File: config.mk
export PLATFORM = sky130hd
export DESIGN_NAME = srv_function_map
export DESIGN_NICKNAME = d
export VERILOG_FILES = /design/src/include/srv_pkg.sv /design/src/logic/srv_function_map.sv
export SDC_FILE = /design/constraint.sdc
export NUM_CORES = 1
export LEC_CHECK = 0
export BUFFER_PORTS_ARGS = -buffer_cell sky130_fd_sc_hd__buf_2
export CAP_MARGIN = 10
export CORE_ASPECT_RATIO = 1.2
export CORE_MARGIN = 2
export CORE_UTILIZATION = 30
export CTS_CLUSTER_SIZE = 25
export DETAILED_ROUTE_END_ITERATION = 10
export GPL_TIMING_DRIVEN = 0
export PLACE_DENSITY = 0.49
export SYNTH_ARGS = -nofsm -noshare
export SYNTH_HDL_FRONTEND = slang
export SYNTH_SLANG_ARGS = --single-unit
File: constraint.sdc
create_clock -name clk -period 6.3 [get_ports clk]
set_clock_uncertainty 0.1 [all_clocks]
set_input_delay 1.26 -clock clk [delete_from_list [all_inputs] [get_ports clk]]
set_output_delay 1.26 -clock clk [all_outputs]
set_load 0.005 [all_outputs]
File: src/include/srv_pkg.sv
`default_nettype none
package srv_pkg;
    // ----------------------------------------
    // Bus geometry
    // ----------------------------------------
    localparam int ADDR_W = 8;
    localparam int DATA_W = 32;

    // ----------------------------------------
    // Register offsets
    // ----------------------------------------
    localparam logic [7:0] REG_CTRL = 8'h00;
    localparam logic [7:0] REG_VFCNT = 8'h04;
    localparam logic [7:0] REG_OFFSET = 8'h08;
    localparam logic [7:0] REG_STATUS = 8'h0C;
    localparam logic [7:0] REG_PF0_BASE = 8'h40;
    localparam logic [7:0] REG_PF1_BASE = 8'h80;
    localparam logic [5:0] PF_CAPCFG = 6'h00;
    localparam logic [5:0] PF_VFDEVID = 6'h04;
    localparam logic [5:0] PF_PAGES = 6'h08;
    localparam logic [5:0] PF_BAR0 = 6'h10;
    localparam logic [5:0] PF_BAR5 = 6'h24;

    // ----------------------------------------
    // Field positions
    // ----------------------------------------
    localparam int VFCNT_PF1_LSB = 8;
    localparam int OFFSET_PF1_LSB = 16;
    localparam int CAPCFG_LINK_LSB = 16;
    localparam int STATUS_TOTAL_LSB = 3;

    // ----------------------------------------
    // Function numbering
    // ----------------------------------------
    localparam logic [2:0] MAX_VFS = 3'h6;
    localparam logic [7:0] PF0_FN = 8'h00;
    localparam logic [7:0] PF1_FN = 8'h01;
    localparam logic [7:0] VF_FN_BASE = 8'h40;
    localparam logic [15:0] PF0_FIRST_OFF = 16'h0040;
    localparam logic [15:0] PF1_OFF_BASE = 16'h003F;

    // ----------------------------------------
    // BAR limits, log2 of bytes
    // ----------------------------------------
    localparam int BAR_SLOTS = 6;
    localparam int ROOT_SLOTS = 2;
    localparam logic [6:0] BAR32_MIN_LOG = 7'h04;
    localparam logic [6:0] BAR32_MAX_LOG = 7'h1F;
    localparam logic [6:0] BAR64_MIN_LOG = 7'h07;
    localparam logic [6:0] BAR64_MAX_LOG = 7'h3F;

    // ----------------------------------------
    // Reset values
    // ----------------------------------------
    localparam logic [7:0] CTRL_RESET = 8'h04;
    localparam logic [31:0] PAGES_RESET = 32'h0000_0001;
    localparam logic [15:0] LINK_PF1_RESET = 16'h0001;

    // ----------------------------------------
    // Types
    // ----------------------------------------
    typedef struct packed {
        logic tph;
        logic cas128;
        logic atomic64;
        logic atomic32;
        logic flrEn;
        logic endpoint;
        logic pf1En;
        logic sriovEn;
    } srv_ctrl_s;

    typedef struct packed {
        logic [15:0] depLink;
        logic [3:0] capVer;
        logic [15:0] vfDevId;
        logic [31:0] pageSizes;
    } srv_pf_s;

    typedef struct packed {
        logic [6:0] sizeLog;
        logic io;
        logic prefetch;
        logic is64;
        logic enable;
    } srv_bar_s;

    typedef struct packed {
        logic [7:0] addr;
        logic [31:0] wdata;
        logic wr;
        logic rd;
    } srv_bus_s;

    typedef struct packed {
        logic [7:0] fnNum;
        logic valid;
    } srv_fnq_s;

    typedef struct packed {
        logic done;
        logic claimed;
        logic isVf;
        logic pf;
        logic [2:0] vfIdx;
        logic [15:0] devId;
    } srv_fn_s;
endpackage
`default_nettype wire

File: src/logic/srv_function_map.sv
`timescale 1ns/1ns
`default_nettype none

// Notes on behaviour
// - Virtualization capability exists for function 0 when enabled, and for function 1 when it and function one are both enabled.
// - Per-function reset offered only in endpoint configuration.
// - Atomic and hint completer bits reported identically by both functions while function one is enabled; zero for function one otherwise.
// - Each physical function has a four-bit capability version.
// - At most six virtual functions shared; each function has its own count.
// - Physical function zero is number 0, function one is number 1.
// - Virtual functions occupy numbers 64 to 69 only.
// - Virtual numbers consecutive, function zero's children first.
// - First-child offset equals first child number minus own number.
// - Function zero's first-child offset is 64 when it has children.
// - Function one's first-child offset is 63 plus function zero's count.
// - All children of one function report that function's 16-bit device ID.
// - Page size bitmap: bit n means pages of 2 to the n plus 12.
// - Endpoint: six 32-bit or three 64-bit BARs per function.
// - Root port: two 32-bit BARs or one 64-bit BAR.
// - A 32-bit BAR spans 16 bytes up to 2 gigabytes.
// - A 64-bit BAR is memory only, 128 bytes up to 8 exabytes.
// - Each BAR has its own enable; disabled BARs claim nothing.
// - A 64-bit BAR consumes the next slot as its upper half.
// - Endpoint prefetchable BARs below the last slot must be 64-bit.
module srv_function_map
    import srv_pkg::*;
(
    // Clock and reset
    input wire logic clk,
    input wire logic srst,
    // Register port
    input wire srv_bus_s bus,
    output logic [DATA_W-1:0] rdData,
    // Function number lookup
    input wire srv_fnq_s fnQuery,
    output srv_fn_s fnResult,
    // Derived configuration
    output logic [15:0] firstOffset0,
    output logic [15:0] firstOffset1,
    output logic [1:0] capPresent,
    output logic flrSupported,
    output logic [3:0] devCap2Pf0,
    output logic [3:0] devCap2Pf1,
    output logic [2*BAR_SLOTS-1:0] barActive
);

    // ----------------------------------------
    // State
    // ----------------------------------------
    typedef struct packed {
        srv_ctrl_s ctrl;
        logic [2:0] cnt0;
        logic [2:0] cnt1;
        srv_pf_s [1:0] pf;
        srv_bar_s [1:0][BAR_SLOTS-1:0] bar;
        logic [DATA_W-1:0] rdData;
        srv_fn_s fnRes;
        logic [15:0] off0;
        logic [15:0] off1;
        logic [1:0] capPresent;
        logic flr;
        logic [3:0] dc2Pf0;
        logic [3:0] dc2Pf1;
        logic [2*BAR_SLOTS-1:0] barActive;
    } srv_state_s;

    srv_state_s state;
    srv_state_s next_state;

    // ----------------------------------------
    // Helpers
    // ----------------------------------------
    function automatic logic [BAR_SLOTS-1:0] barUsable(
        input srv_bar_s [BAR_SLOTS-1:0] b,
        input logic ep
    );
        logic [BAR_SLOTS-1:0] res;
        logic consumed;
        logic ok;
        res = '0;
        consumed = 1'b0;
        for (int i = 0; i < BAR_SLOTS; i++) begin
            ok = b[i].enable && !consumed;
            if (!ep && i >= ROOT_SLOTS) begin
                ok = 1'b0;
            end
            if (b[i].is64) begin
                if (b[i].io || b[i].sizeLog < BAR64_MIN_LOG
                        || b[i].sizeLog > BAR64_MAX_LOG) begin
                    ok = 1'b0;
                end
                if (i == BAR_SLOTS - 1 || (!ep && i + 1 >= ROOT_SLOTS)) begin
                    ok = 1'b0;
                end
            end else begin
                if (b[i].sizeLog < BAR32_MIN_LOG || b[i].sizeLog > BAR32_MAX_LOG) begin
                    ok = 1'b0;
                end
                if (ep && b[i].prefetch && i < BAR_SLOTS - 1) begin
                    ok = 1'b0;
                end
            end
            res[i] = ok;
            consumed = ok && b[i].is64;
        end
        return res;
    endfunction

    function automatic logic [2:0] minCnt(input logic [2:0] a, input logic [2:0] b);
        return (a < b) ? a : b;
    endfunction

    // ----------------------------------------
    // Next state
    // ----------------------------------------
    always_comb begin
        logic [2:0] eff0;
        logic [2:0] eff1;
        logic [2:0] total;
        logic [7:0] vfIdx;
        logic [7:0] rel;
        logic pfSel;
        logic [5:0] sub;
        logic [2:0] slot;
        logic [3:0] dc2;
        eff0 = '0;
        eff1 = '0;
        total = '0;
        vfIdx = '0;
        rel = '0;
        pfSel = 1'b0;
        sub = '0;
        slot = '0;
        dc2 = '0;
        next_state = state;

        if (state.ctrl.sriovEn) begin
            eff0 = minCnt(state.cnt0, MAX_VFS);
            if (state.ctrl.pf1En) begin
                eff1 = minCnt(state.cnt1, 3'(MAX_VFS - eff0));
            end
        end
        total = 3'(eff0 + eff1);

        // Register writes
        pfSel = bus.addr[7];
        sub = bus.addr[5:0];
        slot = 3'((sub - PF_BAR0) >> 2);
        if (bus.wr) begin
            if (bus.addr == REG_CTRL) begin
                next_state.ctrl = srv_ctrl_s'(bus.wdata[7:0]);
            end else if (bus.addr == REG_VFCNT) begin
                next_state.cnt0 = bus.wdata[2:0];
                next_state.cnt1 = bus.wdata[VFCNT_PF1_LSB +: 3];
            end else if (bus.addr[7:6] == REG_PF0_BASE[7:6]
                    || bus.addr[7:6] == REG_PF1_BASE[7:6]) begin
                if (sub == PF_CAPCFG) begin
                    next_state.pf[pfSel].capVer = bus.wdata[3:0];
                    next_state.pf[pfSel].depLink = bus.wdata[CAPCFG_LINK_LSB +: 16];
                end else if (sub == PF_VFDEVID) begin
                    next_state.pf[pfSel].vfDevId = bus.wdata[15:0];
                end else if (sub == PF_PAGES) begin
                    next_state.pf[pfSel].pageSizes = bus.wdata;
                end else if (sub >= PF_BAR0 && sub <= PF_BAR5 && sub[1:0] == 2'b00) begin
                    next_state.bar[pfSel][slot] = srv_bar_s'(bus.wdata[10:0]);
                end
            end
        end

        // Register reads
        next_state.rdData = '0;
        if (bus.rd) begin
            if (bus.addr == REG_CTRL) begin
                next_state.rdData = {24'h00_0000, state.ctrl};
            end else if (bus.addr == REG_VFCNT) begin
                next_state.rdData[2:0] = state.cnt0;
                next_state.rdData[VFCNT_PF1_LSB +: 3] = state.cnt1;
            end else if (bus.addr == REG_OFFSET) begin
                next_state.rdData = {state.off1, state.off0};
            end else if (bus.addr == REG_STATUS) begin
                next_state.rdData[1:0] = state.capPresent;
                next_state.rdData[2] = state.flr;
                next_state.rdData[STATUS_TOTAL_LSB +: 3] = total;
            end else if (bus.addr[7:6] == REG_PF0_BASE[7:6]
                    || bus.addr[7:6] == REG_PF1_BASE[7:6]) begin
                if (sub == PF_CAPCFG) begin
                    next_state.rdData[3:0] = state.pf[pfSel].capVer;
                    next_state.rdData[CAPCFG_LINK_LSB +: 16] = state.pf[pfSel].depLink;
                end else if (sub == PF_VFDEVID) begin
                    next_state.rdData[15:0] = state.pf[pfSel].vfDevId;
                end else if (sub == PF_PAGES) begin
                    next_state.rdData = state.pf[pfSel].pageSizes;
                end else if (sub >= PF_BAR0 && sub <= PF_BAR5 && sub[1:0] == 2'b00) begin
                    next_state.rdData[10:0] = state.bar[pfSel][slot];
                end
            end
        end

        next_state.capPresent[0] = state.ctrl.sriovEn;
        next_state.capPresent[1] = state.ctrl.sriovEn && state.ctrl.pf1En;

        next_state.flr = state.ctrl.flrEn && state.ctrl.endpoint;

        dc2 = {state.ctrl.tph, state.ctrl.cas128, state.ctrl.atomic64, state.ctrl.atomic32};
        next_state.dc2Pf0 = dc2;
        next_state.dc2Pf1 = state.ctrl.pf1En ? dc2 : 4'h0;

        next_state.off0 = (eff0 != 3'h0) ? PF0_FIRST_OFF : 16'h0000;
        next_state.off1 = next_state.capPresent[1] ? 16'(PF1_OFF_BASE + eff0) : 16'h0000;

        next_state.barActive[0 +: BAR_SLOTS] = barUsable(state.bar[0], state.ctrl.endpoint);
        next_state.barActive[BAR_SLOTS +: BAR_SLOTS] =
            state.ctrl.pf1En ? barUsable(state.bar[1], state.ctrl.endpoint) : '0;

        // Function number lookup
        next_state.fnRes = '0;
        if (fnQuery.valid) begin
            next_state.fnRes.done = 1'b1;
            rel = 8'(fnQuery.fnNum - VF_FN_BASE);
            if (fnQuery.fnNum == PF0_FN) begin
                next_state.fnRes.claimed = 1'b1;
            end else if (fnQuery.fnNum == PF1_FN) begin
                next_state.fnRes.claimed = state.ctrl.pf1En;
                next_state.fnRes.pf = 1'b1;
            end else if (fnQuery.fnNum >= VF_FN_BASE && rel < 8'(total)) begin
                next_state.fnRes.claimed = 1'b1;
                next_state.fnRes.isVf = 1'b1;
                if (rel < 8'(eff0)) begin
                    vfIdx = rel;
                    next_state.fnRes.pf = 1'b0;
                end else begin
                    vfIdx = 8'(rel - 8'(eff0));
                    next_state.fnRes.pf = 1'b1;
                end
                next_state.fnRes.vfIdx = vfIdx[2:0];
                next_state.fnRes.devId = state.pf[next_state.fnRes.pf].vfDevId;
            end
        end

        if (srst) begin
            next_state = '0;
            next_state.ctrl = srv_ctrl_s'(CTRL_RESET);
            next_state.pf[0].pageSizes = PAGES_RESET;
            next_state.pf[1].pageSizes = PAGES_RESET;
            next_state.pf[1].depLink = LINK_PF1_RESET;
        end
    end

    always_ff @(posedge clk) begin
        state <= next_state;
    end

    // ----------------------------------------
    // Outputs
    // ----------------------------------------
    assign rdData = state.rdData;
    assign fnResult = state.fnRes;
    assign firstOffset0 = state.off0;
    assign firstOffset1 = state.off1;
    assign capPresent = state.capPresent;
    assign flrSupported = state.flr;
    assign devCap2Pf0 = state.dc2Pf0;
    assign devCap2Pf1 = state.dc2Pf1;
    assign barActive = state.barActive;

endmodule
`default_nettype wire

# --- Word level (Yosys, flattened, before mapping) ---
# Index checks and enable logic that the tools add are counted.
# W data, S select, Z words.
totals:
  ff_bits: 392
  word_cells: 400
  output_inout_bits: 110
  in_bits: 53
classes:
  bitwise: 11
  eq_ne: 8
  n_reduce_logical: 101
  n_lt_le_gt_ge: 56
  n_addsub: 6
  muxes: 121
op_table:
  columns: ["cell", "n"]
  rows:
  - ["$bwmux W136", 4]
  - ["$mux W136", 3]
  - ["$demux W68 S1", 4]
  - ["$mux W68", 3]
  - ["$mux W66", 3]
  - ["$lt A7 B3 Y1 const B", 22]
  - ["$mux W48", 3]
  - ["$bwmux W132", 1]
  - ["$mux W21", 5]
  - ["$mux W32", 3]
  - ["$gt A7 B5 Y1 const B", 12]
  - ["$gt A7 B6 Y1 const B", 10]
  - ["$demux W66 S1", 1]
  - ["$mux W1", 63]
  - ["$mux W52", 1]
  - ["$mux W16", 3]
  - ["$mux W11", 4]
  - ["$logic_and A1 B1 Y1", 37]
  - ["$bmux W11 S3", 1]
  - ["$demux W11 S3", 1]
  - ["$logic_or A1 B1 Y1", 33]
  - ["$mux W26", 1]
  - ["$mux W3", 8]
  - ["$mux W23", 1]
  - ["other kinds (45)", 76]

# --- Logic depth before layout (Yosys ltp) ---
# Gate-level depths: netlist of run 1.
depth:
  depth_word: 35
  mapped_depth: 17
  depth_no_buf: 16

# --- Least setup slack after synthesis of run 1 ---
# OpenSTA, ideal clock, no wires.
synth_timing:
  path_type: "register to register"
  start: "reg state[381] (netlist bit)"
  end: "reg state (netlist bit fnResult[16])"
  arrival_time_ns: 3.905
  n_path_buf: 1
  t_required_ns: 6.114
  path_slack_ns: 2.209
  setup_ns: 0.086
  period_less_slack_ns: 4.091
  path_stages_with_launch: 18
  path_cell_list: "dfxtp_1 -> a21boi_0 -> ha_1 -> ha_1 -> a21o_1 -> a21oi_1 -> mux2i_1 -> nor2_1 -> ha_1 -> fa_1 -> inv_1 -> ha_1 -> a21boi_0 -> o21ai_0 -> nand2_1 -> or3_1 -> clkbuf_1 -> a211oi_1"
synth_between:
  elab_chain_len: 12
  elab_cells_between_ends: 16
  cone_classes: "add/sub (3); order compare (4); mux (6); bitwise (1); reduce/logical (2)"
synth_rtl:
  columns: ["item", "line_no", "rtl"]
  rows:
  - ["start, declared", "srv_function_map.sv:67", "srv_state_s state;"]
  - ["start signal, assigned", "srv_function_map.sv:250", "state <= next_state;"]
  - ["$lt A3 B3 Y1", "srv_function_map.sv:110", "return (a < b) ? a : b;"]
  - ["$mux W3 *", "srv_function_map.sv:110", null]
  - ["$sub A3 B3 Y3", "srv_function_map.sv:140", "eff1 = minCnt(state.cnt1, 3'(MAX_VFS - eff0));"]
  - ["$lt A3 B3 Y1", "srv_function_map.sv:110", null]
  - ["$mux W3", "srv_function_map.sv:110", null]
  - ["$mux W3", "srv_function_map.sv:139", "if (state.ctrl.pf1En) begin"]
  - ["$mux W3", "srv_function_map.sv:137", "if (state.ctrl.sriovEn) begin"]
  - ["$add A3 B3 Y3", "srv_function_map.sv:143", "total = 3'(eff0 + eff1);"]
  - ["$lt A8 B3 Y1", "srv_function_map.sv:225", "end else if (fnQuery.fnNum >= VF_FN_BASE && rel < 8'(total)) begin"]
  - ["$logic_and A1 B1 Y1", "srv_function_map.sv:225", null]
  - ["$not A1 Y1 (no line)", null, null]
  - ["$reduce_or A5 Y1 (no line)", null, null]
# Mark *: on every way between the ends. The rest lies on a longest branch, timed or not.
# A chain may end at the register's enable or synchronous reset.

# --- Worst setup path after layout of run 1 ---
layout_timing:
  start: "reg state[383] (netlist bit)"
  end: "reg state (netlist bit fnResult[2])"
# The elaborated chain is that of the path after synthesis.

==> results of run 1 <==
[layout by cell type (no fill, tap or decap), types with 10 or more instances in the layout]
cell type | synthesis | layout
a221oi_1 | 11 | 11
a2111oi_0 | 11 | 11
nor2b_1 | 12 | 12
a21oi_1 | 289 | 289
buf_4 | 130 | 130
mux2i_1 | 110 | 110
clkbuf_1 | 110 | 115
nand3_1 | 132 | 132
o22a_1 | 10 | 10
ha_1 | 12 | 12
inv_1 | 18 | 18
conb_1 | 1 | 24
clkbuf_16 | 0 | 42
mux4_2 | 29 | 29
nand2_1 | 472 | 472
o21ai_0 | 21 | 21
nor2_1 | 92 | 92
o22ai_1 | 21 | 21
nand3b_1 | 11 | 11
and3_1 | 13 | 13
dfxtp_1 | 367 | 367
buf_2 | 28 | 155
[stage by stage]
step,hold slack [ps],power (W),cells,area (um^2),worst slack [ps]
after floorplan,332.0,0.002533,2048,16970,2209
after global placement,339.3,0.002662,2902,18510,1266
after detailed placement,345.8,0.002663,2902,18510,1251
after CTS,353.8,0.005290,2974,19980,1202
after global routing,367.3,0.005402,2974,19980,965.2
final,352.5,0.005256,2974,19980,1311
[layout make-up]
| class | count | area (um^2) |
|---|---|---|
| clock inverter | 18 | 305.3 |
| inverter | 19 | 71.32 |
| multi-input combinational | 1390 | 7973 |
| tap | 727 | 909.6 |
| fill | 5782 | 35880 |
| sequential | 367 | 7347 |
| buffer | 272 | 1574 |
| timing repair buffer | 127 | 635.6 |
| clock buffer | 54 | 1166 |
[routing by layer]
layer  GRT usage (%)  up-vias  part of all wire [%]
li1                -     7207                     -
met1           27.99     7451                    41
met2           36.58      616                    47
met3           3.880      166                   6.8
met4           10.27        4                   4.9
met5               0        -                 0.040
[sequential cells by signal (all words and copies together), names as in the netlist]
register,count
capPresent,2
barActive,12
devCap2Pf1,4
firstOffset1,6
rdData,32
flrSupported,1
devCap2Pf0,4
fnResult,23
firstOffset0,1
state,282
[power groups by stage]
stage | logic (W) | clock network [W] | registers [W]
6_report | 0.000291 | 0.00264 | 0.00233
5_1_grt | 0.000303 | 0.00277 | 0.00232
4_1_cts | 0.000286 | 0.00268 | 0.00233
3_5_place_dp | 0.000285 | 0 | 0.00238
3_3_place_gp | 0.000284 | 0 | 0.00238
2_1_floorplan | 0.000156 | 0 | 0.00238
[cell families (layout without fill, tap and decap cells)]
kind of cell	after synthesis	in the layout	share of synthesized area, %
AOI/OAI and AO/OA	417	417	14.28
xor gates and xnor gates	3	3	0.1557
adders and majority gates	14	14	1.127
buffers and inverters	291	490	9.748
DFF	367	367	43.53
muxes	143	143	10.66
other	1	24	0.02222
and+or+nand+nor	789	789	20.47
[tightest hold or removal path, delay by kind of cell, from the launching register on]
family,cells,cell delay [ps]
and+or+nand+nor,1,50
DFF,1,310
AOI/OAI and AO/OA,1,50
[worst max-delay path by stage]
stage,endpoint,slack [ps],depth (start not counted)
CTS,fnResult[3],1200,17
floorplan,fnResult[16],2210,17
global route,fnResult[3],970,17
detailed placement,fnResult[3],1250,17
global placement,fnResult[3],1270,17
finish,fnResult[2],1310,17
==> impl_metrics.env, run 1 <==
export IMPL_status="completed"
export IMPL_synth_main_ff_cell="dfxtp_1"
export IMPL_synth_top_area_cell="dfxtp_1"
export IMPL_cts_buffers=40
export IMPL_yosysTopAreaCellShare_pct=43.53
export IMPL_grt_ovfl_total=0
export IMPL_routabilityCongestion=0.9352
export IMPL_via_per_inst=5.193
export IMPL_die_area_um2=58180
export IMPL_htreeDepth=2
export IMPL_cp_buffers_inverters=1
export IMPL_drtPass1Iterations=5
export IMPL_clkPwrFrac_pct=50.2
export IMPL_cp_end_kind="flop"
export IMPL_p_switching_w=0.001229
export IMPL_hold_start="state[168]"
export IMPL_syn_avg_cell_area_um2=8.335
export IMPL_cp_max_fo=10
export IMPL_fin_util_pct=35.77
export IMPL_cts_hold_buf=0
export IMPL_critical_path_top_delay_family="adder cells"
export IMPL_setup_viol=0
export IMPL_post_cts_resized=0
export IMPL_n_antenna_cell=0
export IMPL_peakVddDrop_mv=0.1785
export IMPL_wl_per_cell_um=22.05
export IMPL_synth_seq_cells=367
export IMPL_clk_pin_slew_ps=60
export IMPL_syn_inst=2025
export IMPL_initial_core_util_pct=30.21
export IMPL_rr_startpoint="state[383]"
export IMPL_seqPwrFrac_pct=44.3
export IMPL_whs_path_depth=2
export IMPL_crit_path_start_kind="flop"
export IMPL_io_pins=163
export IMPL_synth_most_common_cell="nand2_1"
export IMPL_arrival_ps=5330
export IMPL_synth_cell_types=72
export IMPL_grt_pass1_vias=14840
export IMPL_grt_pass1_wl_um=95830
export IMPL_drtIter0Drc=1358
export IMPL_fin_tns_setup_ps=0
export IMPL_critPathSlowestCell="a21boi_0"
export IMPL_r2r_cells=17
export IMPL_p_sw_share_pct=23.39
export IMPL_async_reset_ff_share_pct=0
export IMPL_vias=15440
export IMPL_path_cells="a21boi_0 -> ha_1 -> ha_1 -> a21o_1 -> a21oi_1 -> mux2i_1 -> nor2_1 -> ha_1 -> fa_1 -> xnor2_1 -> xnor2_1 -> ha_1 -> o21ai_0 -> nand2_1 -> or3_1 -> clkbuf_1 -> a21oi_1"
export IMPL_syn_area_um2=16880
export IMPL_p_int_w=0.004027
export IMPL_die_w_um=220.5
export IMPL_synth_warnings=0
export IMPL_cts_buffer_depth=3
export IMPL_max_cap_violations=0
export IMPL_synth_enable_flop_cells=0
export IMPL_slew_headroom_pct=12.76
export IMPL_reg2reg_to="fnResult[2]"
export IMPL_hold_end="state[168]"
export IMPL_nNetsFinal=2284
export IMPL_clockRootBuffer="clkbuf_16"
export IMPL_core_rowCount=95
export IMPL_max_stage_delay_ps=470
export IMPL_rsz0062_at_grt="false"
export IMPL_max_freq_mhz=200.4
export IMPL_drive_gt1_share_pct=18.11
export IMPL_clk_latency_ps=570
export IMPL_place_hpwl_um=48450
export IMPL_clock_sinks=367
export IMPL_crit_type="flop to flop"
export IMPL_cpMostUsedCell="ha_1"
export IMPL_antenna_found_initial=2
export IMPL_ys_seq_area_share_pct=43.53
export IMPL_port_buffers=127
export IMPL_p_per_area_nw_per_um2=263.0
export IMPL_grt_start_max_net_pins=14
export IMPL_fp_dieH_um=263.8
export IMPL_synthTopCellsByCount="472 x nand2_1, 367 x dfxtp_1, 289 x a21oi_1"
export IMPL_r2r_setup_slack_ps=1310
export IMPL_track_usage_pct=22.18
export IMPL_cts_tree="done"
export IMPL_ant_nets=0
export IMPL_tightest_slew_ps=1309
export IMPL_ys_top_cells_by_area="dfxtp_1 44%, nand2_1 10%, a21oi_1 8.6%"
export IMPL_coreArea_um2=55870
export IMPL_drv_slew=0
export IMPL_hold_path_class="flop to flop"
export IMPL_crit_start="state[383]"
export IMPL_drt_total_wl_um=65570
export IMPL_period_share_pct=79.19
export IMPL_power_frac_comb_pct=5.5
export IMPL_cts_setup_buffers=0
export IMPL_hold_viol_final=0
export IMPL_final_min_clock_period_ps=4989
export IMPL_drc_errors=0
export IMPL_critPathRequiredTime_ps=6640
export IMPL_synthToLayoutAreaGrowth_pct=18.38
export IMPL_p_leak_nw=7.671
Power figures use the tool's default switching activity.
==> run 2, diff against run 1 <==
--- a/config.mk
+++ b/config.mk
@@ -5,6 +5,7 @@
 export SDC_FILE = /design/constraint.sdc
 export NUM_CORES = 1
 export LEC_CHECK = 0
+export ABC_AREA = 1
 export BUFFER_PORTS_ARGS = -buffer_cell sky130_fd_sc_hd__buf_2
 export CAP_MARGIN = 10
 export CORE_ASPECT_RATIO = 1.2
@@ -13,7 +14,7 @@
 export CTS_CLUSTER_SIZE = 25
 export DETAILED_ROUTE_END_ITERATION = 10
 export GPL_TIMING_DRIVEN = 0
-export PLACE_DENSITY = 0.49
+export PLACE_DENSITY = 0.51
 export SYNTH_ARGS = -nofsm -noshare
 export SYNTH_HDL_FRONTEND = slang
 export SYNTH_SLANG_ARGS = --single-unit
==> constraint.sdc (replaced) <==
create_clock -name clk -period 4.5 [get_ports clk]
set_clock_uncertainty 0.1 [all_clocks]
set_input_delay 0.9 -clock clk [delete_from_list [all_inputs] [get_ports clk]]
set_output_delay 0.9 -clock clk [all_outputs]
set_load 0.005 [all_outputs]
==> run 2 against run 1 <==
Effect of this change: largest cell class is now flip-flops and latches; die area is 2.1% lower; hold slack worse by 6.6 ps; combinational power is 60% higher; sequential share of layout area is 0.70 points higher; critical path depth is 7 higher; cell count is 6.9% higher; count of clock-buffer cells in the layout is 5 higher; register-to-register slack worse by 1100 ps; via count is 5.7% higher; routed wire length is 3.3% higher; utilization is 0.10 points higher.
==> impl_metrics.env, run 2 <==
export IMPL_status="completed"
export IMPL_cts_tree="done"
export IMPL_seqPwrFrac_pct=45.5
export IMPL_max_freq_mhz=235.7
export IMPL_critPathSlowestCell="fa_1"
export IMPL_clkPwrFrac_pct=48.0
export IMPL_slew_headroom_pct=26.16
export IMPL_drt_total_wl_um=67720
export IMPL_drc_errors=0
export IMPL_htreeDepth=2
export IMPL_stdcell_count=3179
export IMPL_fillers=5897
export IMPL_cpMostUsedCell="inv_1"
export IMPL_coreArea_um2=54690
export IMPL_whs_ps=345.9
export IMPL_max_stage_delay_ps=370
export IMPL_dpl_cell_area_um2=18180
export IMPL_peakVddDrop_mv=0.2521
export IMPL_syn_avg_cell_area_um2=7.428
export IMPL_arrival_ps=4620
export IMPL_p_switching_w=0.001790
export IMPL_synth_most_common_cell="dfxtp_1"
export IMPL_async_reset_ff_share_pct=0
export IMPL_drtPass1Iterations=5
export IMPL_die_w_um=218.2
export IMPL_clk_latency_ps=580
export IMPL_via_per_inst=5.137
export IMPL_fin_tns_setup_ps=0
export IMPL_synth_warnings=0
export IMPL_synth_seq_cells=367
export IMPL_nNetsFinal=2495
export IMPL_cp_end_kind="flop"
export IMPL_cp_buffers_inverters=7
export IMPL_top_register="state"
export IMPL_mostFrequentLayoutCells="365 x dfxtp_1, 337 x o21ai_0, 332 x a21oi_1, 278 x nand2_1, 201 x nor2_1"
export IMPL_routabilityCongestion=0.9590
export IMPL_hold_path_class="flop to flop"
export IMPL_rsz0062_at_grt="false"
export IMPL_max_cap_violations=0
export IMPL_drive_gt1_share_pct=16.92
export IMPL_initial_core_util_pct=30.21
export IMPL_setup_viol=0
export IMPL_track_usage_pct=23.31
export IMPL_place_hpwl_um=49910
export IMPL_antenna_found_initial=0
export IMPL_path_cells="inv_1 -> a21oi_2 -> ha_1 -> xor2_2 -> ha_1 -> a21oi_2 -> nand2_1 -> o21ai_1 -> a21oi_1 -> ha_1 -> fa_1 -> xnor2_1 -> inv_1 -> xor2_2 -> inv_1 -> ha_1 -> inv_1 -> nor2_1 -> nor4_2 -> inv_1 -> nor2_4 -> inv_4 -> buf_4 -> a211oi_1"
export IMPL_place_inst=3101
export IMPL_p_sw_share_pct=24.95
export IMPL_setup_ws_ps=257.6
export IMPL_cp_max_fo=7
export IMPL_tightest_slew_ps=1108
export IMPL_wl_per_cell_um=21.30
export IMPL_io_pins=163
export IMPL_clock_sinks=367
export IMPL_synth_cell_types=57
export IMPL_vias=16330
export IMPL_grt_ovfl_total=0
export IMPL_synthTopCellsByCount="367 x dfxtp_1, 338 x o21ai_0, 336 x a21oi_1"
export IMPL_ys_top_cells_by_area="dfxtp_1 44%, o21ai_0 10%, a21oi_1 10%"
export IMPL_crit_type="flop to flop"
export IMPL_die_area_um2=56970
export IMPL_core_rowCount=94
export IMPL_p_per_area_nw_per_um2=365.7
export IMPL_period_share_pct=94.28
export IMPL_synth_main_ff_cell="dfxtp_1"
export IMPL_port_buffers=134
export IMPL_finalInstanceArea_um2=19620
export IMPL_cts_hold_buf=0
export IMPL_drv_slew=0
export IMPL_largest_reg_flops=282
export IMPL_yosysTopAreaCellShare_pct=44.47
export IMPL_critical_path_top_delay_family="adder cells"
export IMPL_clockRootBuffer="clkbuf_16"
export IMPL_synth_top_area_cell="dfxtp_1"
export IMPL_synth_enable_flop_cells=0
export IMPL_ant_nets=0
export IMPL_cts_buffer_depth=3
export IMPL_synthToLayoutAreaGrowth_pct=18.74
export IMPL_fp_dieH_um=261.1
export IMPL_cts_buffers=41
export IMPL_power_frac_comb_pct=6.5
export IMPL_pre_cts_ws_ps=-805.6
export IMPL_final_min_clock_period_ps=4242
export IMPL_crit_path_start_kind="flop"
export IMPL_ys_seq_area_share_pct=44.47
export IMPL_clk_pin_slew_ps=60
export IMPL_drtIter0Drc=1382
export IMPL_grt_pass1_wl_um=98900
export IMPL_grt_start_max_net_pins=20
export IMPL_critPathRequiredTime_ps=4870
export IMPL_p_leak_nw=7.868
export IMPL_grt_pass1_vias=15790
export IMPL_syn_inst=2224
export IMPL_layout_cells_most_common="dfxtp_1"
export IMPL_syn_area_um2=16520
export IMPL_hold_viol_final=0
export IMPL_p_int_w=0.005384
-- run 2: cell types whose count changed after synthesis, moves of 13 or more --
cell,delta
mux2i_1,-110
mux4_2,-29
o22ai_1,-17
nand2_1,-194
and3_1,-13
a21oi_1,+47
clkbuf_1,-41
buf_4,-17
o21ai_0,+317
o211ai_1,+32
buf_1,+13
inv_1,+172
nor2_1,+111
nand3_1,-52
-- run 2: tightest hold or removal path, delay by kind of cell (launching register included) --
kind | cells | cell delay, ps
AO/OA/AOI/OAI | 1 | 50
buffers and inverters | 1 | 50
flip-flops | 1 | 310
-- run 2: worst paths after layout --
check        startpoint            to  slack (ps)  depth (start not counted)
max          state[381]  fnResult[18]         260                         24
min reg2reg  state[372]    state[372]         350                          2
min          state[372]    state[372]         350                          2
max reg2reg  state[381]  fnResult[18]         260                         24
-- run 2: layout make-up --
type                       instances  area (um^2)  area share, %
sequential                       367         7350          37.47
multi-input combinational       1422         7057          35.97
buffer                           249         1461          7.450
clock buffer                      59         1196          6.098
tap                              720        900.9          4.592
inverter                         208        789.5          4.025
timing repair buffer             139        708.2          3.610
clock inverter                    14        151.4         0.7718
antenna                            1        2.502        0.01276
-- run 2: power groups by stage --
stage	logic, W	registers [W]	clock network [W]
after detailed placement	0.000451	0.00333	0
after floorplan	0.000228	0.00333	0
final	0.000467	0.00326	0.00344
after global placement	0.000451	0.00333	0
after global routing	0.000490	0.00326	0.00364
after CTS	0.000453	0.00326	0.00351
-- run 2: per-stage QoR --
stage,total power [W],util (%)
after global routing,0.007389,35.86
after floorplan,0.003561,-
final,0.007174,35.87
after detailed placement,0.003786,33.24
after global placement,0.003785,33.24
after CTS,0.007224,35.82
-- run 2: repair_timing --
| item | 4_1_cts | 5_1_grt |
|---|---|---|
| setup buffers | 3 | 1 |
| hold endpoints to repair | 0 | 0 |
| pin swaps | 2 | 1 |
| gates resized for setup | 12 | 4 |
| setup endpoints to repair | 24 | 19 |
-- run 2: cells by family (layout without fill, tap and decap cells) --
logic type | Yosys count | count (layout) | synth area share [%]
flops | 367 | 367 | 44.47
compound gates | 772 | 772 | 24.86
other cells | 1 | 25 | 0.02270
simple gates | 608 | 608 | 15.67
xor+xnor | 4 | 4 | 0.2121
fa+ha+maj | 14 | 14 | 1.151
buf+inv | 458 | 669 | 13.62
-- run 2: metal layers --
metal,GRT usage (%),vias up,share of wire [%]
met5,0,-,0
met4,14.53,0,6.7
met3,4.181,202,6.5
met2,39.57,668,48
met1,27.24,7752,39
li1,-,7707,-
